$ cat config.mk
export PLATFORM = sky130hd
export DESIGN_NAME = ssic_spi_regs
export DESIGN_NICKNAME = d
export VERILOG_FILES = /design/src/include/ssic_pkg.sv /design/src/hdl/ssic_spi_regs.sv
export VERILOG_INCLUDE_DIRS = /design/src /design/src/include
export SDC_FILE = /design/constraint.sdc
export NUM_CORES = 1
export LEC_CHECK = 0
export ABC_AREA = 1
export BUFFER_PORTS_ARGS = -buffer_cell sky130_fd_sc_hd__buf_4
export CORE_ASPECT_RATIO = 1.4
export CORE_MARGIN = 8
export CORE_UTILIZATION = 55
export CTS_CLUSTER_SIZE = 30
export DETAILED_ROUTE_END_ITERATION = 16
export PLACE_DENSITY = 0.85
export REMOVE_ABC_BUFFERS = 1
export SETUP_SLACK_MARGIN = 0.1
export SKIP_LAST_GASP = 1
export SYNTH_ARGS = -nofsm -noshare
export SYNTH_HDL_FRONTEND = slang
export SYNTH_SLANG_ARGS = --single-unit
export TNS_END_PERCENT = 50
$ cat constraint.sdc
create_clock -name clk_sys -period 2.3 [get_ports clk_sys]
set_clock_uncertainty 0.15 [all_clocks]
set_input_delay 0.69 -clock clk_sys [delete_from_list [all_inputs] [get_ports clk_sys]]
set_output_delay 0.69 -clock clk_sys [all_outputs]
set_load 0.01 [all_outputs]
$ cat src/include/ssic_params.svh
// Register offsets, field positions and reset values of the SPI status block
`ifndef SSIC_PARAMS_SVH
`define SSIC_PARAMS_SVH

`define SSIC_ADR_IRQ      4'h6
`define SSIC_ADR_IRQEN    4'h7
`define SSIC_ADR_CR0      4'h8
`define SSIC_ADR_CR1      4'h9
`define SSIC_ADR_CR2      4'hA
`define SSIC_ADR_BR       4'hB
`define SSIC_ADR_SR       4'hC
`define SSIC_ADR_TXD      4'hD
`define SSIC_ADR_RXD      4'hE
`define SSIC_ADR_CSR      4'hF

`define SSIC_CR1_ENABLE   7
`define SSIC_CR2_MASTER   7
`define SSIC_CR2_HOLD     6
`define SSIC_CR2_LOW_BIT_FIRST     0

`define SSIC_SR_TIP       7
`define SSIC_SR_BUSY      6
`define SSIC_SR_TXE       4
`define SSIC_SR_RXF       3
`define SSIC_SR_TOE       2
`define SSIC_SR_ROE       1
`define SSIC_SR_MDF       0

`define SSIC_BR_MASK      8'h3F
`define SSIC_CS_IDLE      4'hF
`define SSIC_BITS         4'h8
`define SSIC_LAST_BIT     4'h7
`define SSIC_ZERO8        8'h00
`define SSIC_ZERO5        5'h00

`endif

$ cat src/include/ssic_pkg.sv
// Types shared by the SPI status, interrupt and chip-select block
package ssic_pkg;

   typedef enum logic [1:0] {
      SSIC_IDLE,
      SSIC_SHIFT,
      SSIC_HOLD
   } ssic_phase_e;

   typedef struct packed {
      logic       strobe;
      logic       write;
      logic [7:0] addr;
      logic [7:0] wdata;
   } ssic_bus_req_s;

   typedef struct packed {
      logic sck;
      logic mosi;
      logic miso;
      logic ssel_n;
   } ssic_pins_s;

   typedef struct packed {
      ssic_pins_s  s1;
      ssic_pins_s  s2;
      ssic_pins_s  s3;
      logic [7:0]  cr0;
      logic [7:0]  cr1;
      logic [7:0]  cr2;
      logic [7:0]  br;
      logic [3:0]  csr;
      logic [7:0]  txd;
      logic [7:0]  rxd;
      logic [4:0]  en;
      logic [4:0]  pend;
      logic [4:0]  fprev;
      logic        txe;
      logic        rxf;
      logic        tx_overrun_flag;
      logic        rx_overrun_flag;
      logic        mode_fault_flag;
      ssic_phase_e st;
      logic [7:0]  div;
      logic [3:0]  bits;
      logic        sck;
      logic [7:0]  sh;
      logic [7:0]  rsh;
      logic [3:0]  cs_n;
      logic        mosi_o;
      logic        miso_o;
      logic        sck_oe;
      logic        miso_oe;
      logic        ack;
      logic        done;
      logic [7:0]  rdata;
      logic        irq;
   } ssic_state_s;

endpackage

$ cat src/hdl/ssic_spi_regs.sv
// SPI status, interrupt, data and master chip-select registers with shifter
// Function
// - Four active-low master select lines, one per chip-select register bit.
// - Writing the chip-select register stores it and resets the core.
// - Status bit 7 is high while bits are being shifted.
// - Status bit 6 is high while a framed transfer holds select low.
// - Status bit 4 flags empty transmit byte; writing it clears the flag.
// - Status bit 3 flags a valid received byte; reading it clears.
// - Status bit 1 sets when a new byte overwrites an unread one.
// - Status bit 2 flags a transmit overrun and can raise an interrupt.
// - Status bit 0 sets when slave select goes low in master mode.
// - Any control register write clears the mode fault flag.
// - Transmit byte bit 0 goes out last, or first when low-bit-first.
// - Receive byte bit 0 came in last, or first when low-bit-first.
// - Pending bits 4..0 latch the five events only while enabled.
// - Writing one to a pending bit clears it; zero leaves it.
// - Enable register holds one enable per source, bits 4..0.
// - Select goes low before the first byte and high after the last.
// - Control two bit 7 picks master mode; changing it idles the core.
`timescale 1ns/100ps
`include "ssic_params.svh"

module ssic_spi_regs
   import ssic_pkg::*;
(
   input  wire logic          clk_sys,
   input  wire logic          resetn,
   input  wire ssic_bus_req_s bus_req,
   output logic [7:0]         bus_rdata,
   output logic               bus_ack,
   input  wire ssic_pins_s    pins,
   output logic               sck_out,
   output logic               sck_oe,
   output logic               mosi_out,
   output logic               mosi_oe,
   output logic               miso_out,
   output logic               miso_oe,
   output logic [3:0]         master_select_line,
   output logic               irq
);

   ssic_state_s c;
   ssic_state_s n;
   logic        fire;
   logic        wr;
   logic        rd;
   logic        master;
   logic        enable;
   logic        low_bit_first;
   logic        sck_rise;
   logic        sck_fall;
   logic        ssn_fall;
   logic        ctrl_wr;
   logic        core_rst;
   logic        rx_done;
   logic [7:0]  rx_byte;
   logic [4:0]  flags;
   logic [7:0]  status;

   function automatic logic out_bit(input logic [7:0] s, input logic lf);
      out_bit = lf ? s[0] : s[7];
   endfunction

   function automatic logic [7:0] shift_out(input logic [7:0] s, input logic lf);
      shift_out = lf ? {1'b0, s[7:1]} : {s[6:0], 1'b0};
   endfunction

   function automatic logic [7:0] shift_in(input logic [7:0] s, input logic b,
                                           input logic lf);
      shift_in = lf ? {b, s[7:1]} : {s[6:0], b};
   endfunction

   always_comb begin
      n        = c;
      fire     = bus_req.strobe & ~c.done;
      wr       = fire & bus_req.write;
      rd       = fire & ~bus_req.write;
      master   = c.cr2[`SSIC_CR2_MASTER];
      enable   = c.cr1[`SSIC_CR1_ENABLE];
      low_bit_first     = c.cr2[`SSIC_CR2_LOW_BIT_FIRST];
      rx_done  = 1'b0;
      rx_byte  = `SSIC_ZERO8;
      // Pins pass three flops; edges are found on the second and third only
      n.s1     = pins;
      n.s2     = c.s1;
      n.s3     = c.s2;
      sck_rise = c.s2.sck & ~c.s3.sck;
      sck_fall = ~c.s2.sck & c.s3.sck;
      ssn_fall = ~c.s2.ssel_n & c.s3.ssel_n;
      ctrl_wr  = wr & (bus_req.addr[3:0] == `SSIC_ADR_CR0 |
                       bus_req.addr[3:0] == `SSIC_ADR_CR1 |
                       bus_req.addr[3:0] == `SSIC_ADR_CR2);
      core_rst = ctrl_wr | (wr & (bus_req.addr[3:0] == `SSIC_ADR_BR |
                                  bus_req.addr[3:0] == `SSIC_ADR_CSR));
      n.ack    = fire;
      n.done   = bus_req.strobe & (c.done | fire);

      status[`SSIC_SR_TIP]  = master ? (c.st == SSIC_SHIFT)
                                     : (~c.s2.ssel_n & (c.bits != 4'h0));
      status[`SSIC_SR_BUSY] = master ? (c.st != SSIC_IDLE) : ~c.s2.ssel_n;
      status[5]             = 1'b0;
      status[`SSIC_SR_TXE]  = c.txe;
      status[`SSIC_SR_RXF]  = c.rxf;
      status[`SSIC_SR_TOE]  = c.tx_overrun_flag;
      status[`SSIC_SR_ROE]  = c.rx_overrun_flag;
      status[`SSIC_SR_MDF]  = c.mode_fault_flag;

      if (rd) begin
         case (bus_req.addr[3:0])
            `SSIC_ADR_IRQ:   n.rdata = {3'h0, c.pend};
            `SSIC_ADR_IRQEN: n.rdata = {3'h0, c.en};
            `SSIC_ADR_CR0:   n.rdata = c.cr0;
            `SSIC_ADR_CR1:   n.rdata = c.cr1;
            `SSIC_ADR_CR2:   n.rdata = c.cr2;
            `SSIC_ADR_BR:    n.rdata = c.br;
            `SSIC_ADR_SR:    n.rdata = status;
            `SSIC_ADR_RXD:   n.rdata = c.rxd;
            `SSIC_ADR_CSR:   n.rdata = {4'h0, c.csr};
            default:         n.rdata = `SSIC_ZERO8;
         endcase
         if (bus_req.addr[3:0] == `SSIC_ADR_RXD) begin
            n.rxf = 1'b0;
         end
         // Overrun flags clear on a status read here, and also on a core reset
         if (bus_req.addr[3:0] == `SSIC_ADR_SR) begin
            n.tx_overrun_flag = 1'b0;
            n.rx_overrun_flag = 1'b0;
         end
      end

      if (wr) begin
         case (bus_req.addr[3:0])
            `SSIC_ADR_CR0:   n.cr0 = bus_req.wdata;
            `SSIC_ADR_CR1:   n.cr1 = bus_req.wdata;
            `SSIC_ADR_CR2:   n.cr2 = bus_req.wdata;
            `SSIC_ADR_BR:    n.br  = bus_req.wdata & `SSIC_BR_MASK;
            // Low nibble drives the select lines
            `SSIC_ADR_CSR:   n.csr = bus_req.wdata[3:0];
            `SSIC_ADR_IRQEN: n.en  = bus_req.wdata[4:0];
            `SSIC_ADR_IRQ:   n.pend = c.pend & ~bus_req.wdata[4:0];
            `SSIC_ADR_TXD: begin
               n.txd = bus_req.wdata;
               // Overwriting an unsent byte is a transmit overrun
               if (!c.txe) begin
                  n.tx_overrun_flag = 1'b1;
               end
               n.txe = 1'b0;
            end
            default: ;
         endcase
      end
      if (ctrl_wr) begin
         n.mode_fault_flag = 1'b0;
      end

      if (!enable) begin
         n.st   = SSIC_IDLE;
         n.cs_n = `SSIC_CS_IDLE;
         n.sck  = 1'b0;
         n.bits = 4'h0;
      end else if (master) begin
         case (c.st)
            SSIC_IDLE: begin
               n.cs_n = `SSIC_CS_IDLE;
               n.sck  = 1'b0;
               if (!c.txe) begin
                  // Select drops with the first byte
                  n.cs_n = c.csr;
                  n.sh   = c.txd;
                  n.txe  = 1'b1;
                  n.st   = SSIC_SHIFT;
                  n.div  = `SSIC_ZERO8;
                  n.bits = 4'h0;
               end
            end
            SSIC_SHIFT: begin
               // Each half period lasts divider plus one system clocks
               if (c.div == c.br) begin
                  n.div = `SSIC_ZERO8;
                  n.sck = ~c.sck;
                  if (!c.sck) begin
                     n.bits = c.bits + 4'h1;
                  end else begin
                     // Sampled late in the high phase, past the pin synchroniser
                     n.rsh = shift_in(c.rsh, c.s2.miso, low_bit_first);
                  end
                  if (c.sck & (c.bits == `SSIC_BITS)) begin
                     rx_done = 1'b1;
                     rx_byte = n.rsh;
                     n.bits  = 4'h0;
                     if (!c.txe) begin
                        n.sh  = c.txd;
                        n.txe = 1'b1;
                     end else if (c.cr2[`SSIC_CR2_HOLD]) begin
                        n.st = SSIC_HOLD;
                     end else begin
                        // Select rises after the last byte
                        n.st   = SSIC_IDLE;
                        n.cs_n = `SSIC_CS_IDLE;
                     end
                  end else if (c.sck) begin
                     // Bit order out of transmit byte
                     n.sh = shift_out(c.sh, low_bit_first);
                  end
               end else begin
                  n.div = c.div + 8'h01;
               end
            end
            SSIC_HOLD: begin
               if (!c.txe) begin
                  n.sh   = c.txd;
                  n.txe  = 1'b1;
                  n.st   = SSIC_SHIFT;
                  n.div  = `SSIC_ZERO8;
               end else if (!c.cr2[`SSIC_CR2_HOLD]) begin
                  n.st   = SSIC_IDLE;
                  n.cs_n = `SSIC_CS_IDLE;
               end
            end
            default: n.st = SSIC_IDLE;
         endcase
      end else begin
         // Slave: the byte must already sit in the holding register at load
         n.st   = c.s2.ssel_n ? SSIC_IDLE : SSIC_SHIFT;
         n.cs_n = `SSIC_CS_IDLE;
         if (c.s2.ssel_n) begin
            n.bits = 4'h0;
         end else if (ssn_fall | (sck_fall & c.bits == `SSIC_BITS)) begin
            n.bits = 4'h0;
            if (!c.txe) begin
               n.sh  = c.txd;
               n.txe = 1'b1;
            end
         end else if (sck_rise) begin
            n.rsh  = shift_in(c.rsh, c.s2.mosi, low_bit_first);
            n.bits = c.bits + 4'h1;
            if (c.bits == `SSIC_LAST_BIT) begin
               rx_done = 1'b1;
               rx_byte = n.rsh;
            end
         end else if (sck_fall) begin
            // Bit order out of transmit byte
            n.sh = shift_out(c.sh, low_bit_first);
         end
      end

      // A write that meets a load leaves the new byte held
      n.txe = n.txe & ~(wr & (bus_req.addr[3:0] == `SSIC_ADR_TXD));
      if (rx_done) begin
         if (c.rxf & ~(rd & bus_req.addr[3:0] == `SSIC_ADR_RXD)) begin
            n.rx_overrun_flag = 1'b1;
         end
         // Set wins over the read clear
         n.rxd = rx_byte;
         n.rxf = 1'b1;
      end

      // Any control, baud rate or select register write forces idle
      if (core_rst) begin
         n.st   = SSIC_IDLE;
         n.cs_n = `SSIC_CS_IDLE;
         n.sck  = 1'b0;
         n.bits = 4'h0;
         n.div  = `SSIC_ZERO8;
         n.txe  = 1'b1;
         n.rxf  = 1'b0;
         n.tx_overrun_flag  = 1'b0;
         n.rx_overrun_flag  = 1'b0;
      end

      if (master & ~c.s2.ssel_n) begin
         n.mode_fault_flag = 1'b1;
      end

      // Rising flags latch while enabled; set wins over the clear
      flags   = {n.txe, n.rxf, n.tx_overrun_flag, n.rx_overrun_flag, n.mode_fault_flag};
      n.fprev = flags;
      n.pend  = n.pend | (flags & ~c.fprev & c.en);
      // Any pending bit raises the request
      n.irq   = |n.pend;

      n.mosi_o  = out_bit(n.sh, n.cr2[`SSIC_CR2_LOW_BIT_FIRST]);
      n.miso_o  = n.mosi_o;
      n.sck_oe  = n.cr1[`SSIC_CR1_ENABLE] & n.cr2[`SSIC_CR2_MASTER];
      n.miso_oe = n.cr1[`SSIC_CR1_ENABLE] & ~n.cr2[`SSIC_CR2_MASTER] & ~c.s2.ssel_n;
   end

   always_ff @(posedge clk_sys or negedge resetn) begin
      if (!resetn) begin
         c           <= '0;
         c.s1.ssel_n <= 1'b1;
         c.s2.ssel_n <= 1'b1;
         c.s3.ssel_n <= 1'b1;
         c.txe       <= 1'b1;
         c.fprev     <= `SSIC_ZERO5;
         c.cs_n      <= `SSIC_CS_IDLE;
         c.st        <= SSIC_IDLE;
      end else begin
         c <= n;
      end
   end

   assign bus_rdata          = c.rdata;
   assign bus_ack            = c.ack;
   assign sck_out            = c.sck;
   assign sck_oe             = c.sck_oe;
   assign mosi_out           = c.mosi_o;
   assign mosi_oe            = c.sck_oe;
   assign miso_out           = c.miso_o;
   assign miso_oe            = c.miso_oe;
   assign master_select_line = c.cs_n;
   assign irq                = c.irq;
endmodule

==> reports/qor.csv <==
stage,metric,value,unit
status,status,"finished, final reports clean",
drt,Vias/cell,6.00,
floorplan,I/O pin cnt,44,
timing,unrepaired setup endpoints after global routing,no,
clock_tree,clk slew on worst S/H paths,70,ps
setup_path,CP max stage delay,540,ps
job,max-cap viol count,0,
clock_tree,clock root buffer,clkbuf_16,
setup_path,CP Max Fanout,8,
final_layout,"commonest non-fill, non-tap cell in the layout",nand2_1,
floorplan,overall die area,16500,µm²
yosys,Synth async-reset ratio,100,%
clock_tree,H-Tree Depth,4,
timing,Fmax,0.457,GHz
final_layout,share of layout cells above drive strength 1,22.4,%
setup_path,worst-path cell chain,"inv_2, nand2_1, nand3_2, nor3_2, nand2_1, nand2_2, nand2_4, buf_4, inv_1, nor2_1, a21oi_1",
setup_path,Worst setup EP type,register,
drt,DR iter-0 viols,587,
yosys,Mapped Area,6950,µm²
clock_tree,CTS tree,yes,
setup_path,Bufs and invs on worst path,3,
timing,Slew headroom,64.3,%
floorplan,die height,149,µm
placed_design,port buffer count,39,
yosys,Post-Syn Instances,907,
yosys,YS warnings,0,
final_layout,fill cell count,911,
yosys,post-synthesis register bit count,125,
clock_tree,Clock Sinks,125,
grt,antenna violations before repair,0,
setup_path,startpoint types,register,
final_layout,Layout Nets,1041,
final_layout,most frequent cells in the layout,"nand2_1 (241), o21ai_0 (121), dfrtp_1 (115), buf_4 (115), inv_1 (93)",
placed_design,Inst Count DP,1132,
clock_tree,Max clock buf depth,2,
setup_path,Setup CP Type,register to register,
grt,GRT Overall Usage,26.5,%
yosys,XOR/XNOR share of the synthesized area,0.126,%
placed_design,gpl congestion,0.953,
final_layout,Synth-to-Final Area Change,24.1,%
timing,worst hold margin,205,ps
yosys,"Seq/Total Area, Yosys",45.1,%
setup_path,"CP delay by family, top",simple AND/OR/NAND/NOR gates,
drt,final wirelength,22100,µm
yosys,Synth Area in Compound Gates,19.5,%
final_layout,Reg area,3140,µm²
power_and_ir_drop,Max IR drop VDD,0.000702,V
hold_path,Worst Hold Class,register to register,
floorplan,die width,111,µm
yosys,number of distinct library cells after synthesis,52,
placed_design,Place WS,-91.2,ps
floorplan,Rows,48,
yosys,synthesized area per cell,7.67,µm²
setup_path,CP arrival,2380,ps
timing,final hold vios,0,
final_layout,diode count,0,
grt,grt ovf,0,
drt,"antenna viol nets, final",0,
setup_path,Critical-path top delay cell,dfstp_2,
drt,Post-route DRC,0,
floorplan,Starting Density,56.5,%
final_layout,non-filler cells in the finished layout,1173,
setup_path,"Req. time, crit path",2490,ps
yosys,Most used DFF post-synth,dfrtp_1,
power_and_ir_drop,Pleak,4.18,nW
grt,first-pass GRT wire length,35200,µm
setup_path,most frequent CP cell,nand2_1,
timing,final setup violation count,0,
clock_tree,clock buffer count from CTS,17,
timing,max-slew violations,0,
timing,setup slack after layout,113,ps
drt,vias,7033,
timing,minimum clock period,2190,ps
yosys,Synth Area in Simple Gates,24.4,%
yosys,"EDFF count, synth",0,
drt,DRT Pass-1 Iters,5,
drt,drt wl/cell,18.8,µm
yosys,post-synthesis mux area share,0,%
final_layout,multi-input logic area,3280,µm²
floorplan,core area,12300,µm²
grt,largest net degree at the start of global routing,54,
yosys,Post-Synth Adder-Cell Area,1.26,%
yosys,largest family of logic cells by synthesized area,simple AND/OR/NAND/NOR gates,
timing,fin crit share,95.1,%
grt,vias in the first global route,7052,
power_and_ir_drop,PwrDens,1070,nW/µm²
final_layout,fin util,70.1,%
placed_design,DP HPWL,15500,µm
clock_tree,"Clk Latency, worst-skew pair",430,ps
timing,Worst-Margin Slew,528,ps
[logic make-up (layout without fill, tap and decap cells)]
logic type	Yosys count	in the layout
XOR/XNOR	1	1
flip-flops	125	125
AND/OR/NAND/NOR	387	387
buffers and inverters	152	268
adder cells (fa/ha/maj)	7	7
AO/OA/AOI/OAI	235	235
[layout make-up]
| type | instances | area share, % |
|---|---|---|
| multi-input combinational | 630 | 38.0 |
| clock inverter | 15 | 2.45 |
| timing repair buffer | 120 | 10.9 |
| tap | 150 | 2.18 |
| sequential | 125 | 36.4 |
| clock buffer | 17 | 4.93 |
| inverter | 116 | 5.08 |
[per-layer routing]
| layer | GRT usage [%] | vias to the layer above | routed length [µm] |
|---|---|---|---|
| li1 | - | 3204 | - |
| met1 | 27.4 | 3300 | 7730 |
| met2 | 46.7 | 396 | 11300 |
| met3 | 4.91 | 133 | 1460 |
| met4 | 20.5 | 0 | 1550 |
| met5 | 0 | - | 0 |
[metrics by stage]
| stage | instance area (µm²) | setup TNS (ps) | power [mW] |
|---|---|---|---|
| final | 8630 | 0 | 9.25 |
| after global routing | 8630 | 0 | 9.73 |
| after global placement | 7790 | -283 | 5.87 |
| after CTS | 8450 | 0 | 8.96 |
| after detailed placement | 7790 | -656 | 5.98 |
| after floorplan | 6730 | 0 | 4.85 |
[report_power, final]
group          total (mW)  internal, mW  switching (mW)
sequential           2.97          2.65           0.319
combinational        3.35          1.22            2.13
clock                2.93          1.83            1.10
total                9.25          5.70            3.55
[worst reg2reg max path: cells and delay by family, from the launching register on]
family          cells  cell delay, ps
buf+inv             3             370
flops               1             540
compound gates      1             160
simple gates        7             910
[cells in the mapped netlist, types with 8 or more instances]
master    number  share of area (%)
o21ai_1       18                1.3
nor3_1        12               0.86
nor2_1        54                2.9
o22ai_1        8               0.72
a21oi_1       37                2.7
o21ai_0      122                8.8
nand4_1        8               0.72
nor2_2        10               0.90
nand2_1      244                 13
dfrtp_1      117                 42
nand3_1       35                2.5
a221oi_1       8                1.0
dfstp_2        8                3.0
clkbuf_1      14               0.76
inv_1         96                5.2
inv_2         15               0.81
buf_4         15                1.6
[path summary, 6_finish.rpt]
path,start,endpoint,slack (ps),cells after the start
setup / recovery,c[126],c[74],110,11
max in group asynchronous,resetn,master_select_line[3],960,3
min in group asynchronous,resetn,c[40],480,2
hold / removal,c[133],c[129],210,0
setup reg to reg,c[126],c[74],110,11
hold reg to reg,c[133],c[129],210,0
[sequential cells by signal (all words and copies together), names as in the netlist]
signal and cells:
miso_out 1, master_select_line 4, bus_ack 1, mosi_oe 1, miso_oe 1, bus_rdata 8, c 107, sck_out 1
irq 1
[repair_timing]
action | in CTS | in global routing
pin swaps | 0 | 7
setup buffers | 0 | 8
gates resized for setup | 3 | 29
endpoints found under the hold margin | 2 | 0
setup endpoints to repair | 10 | 42
hold buffers | 1 | 0
Note: power is estimated with default switching activity, not from simulation.
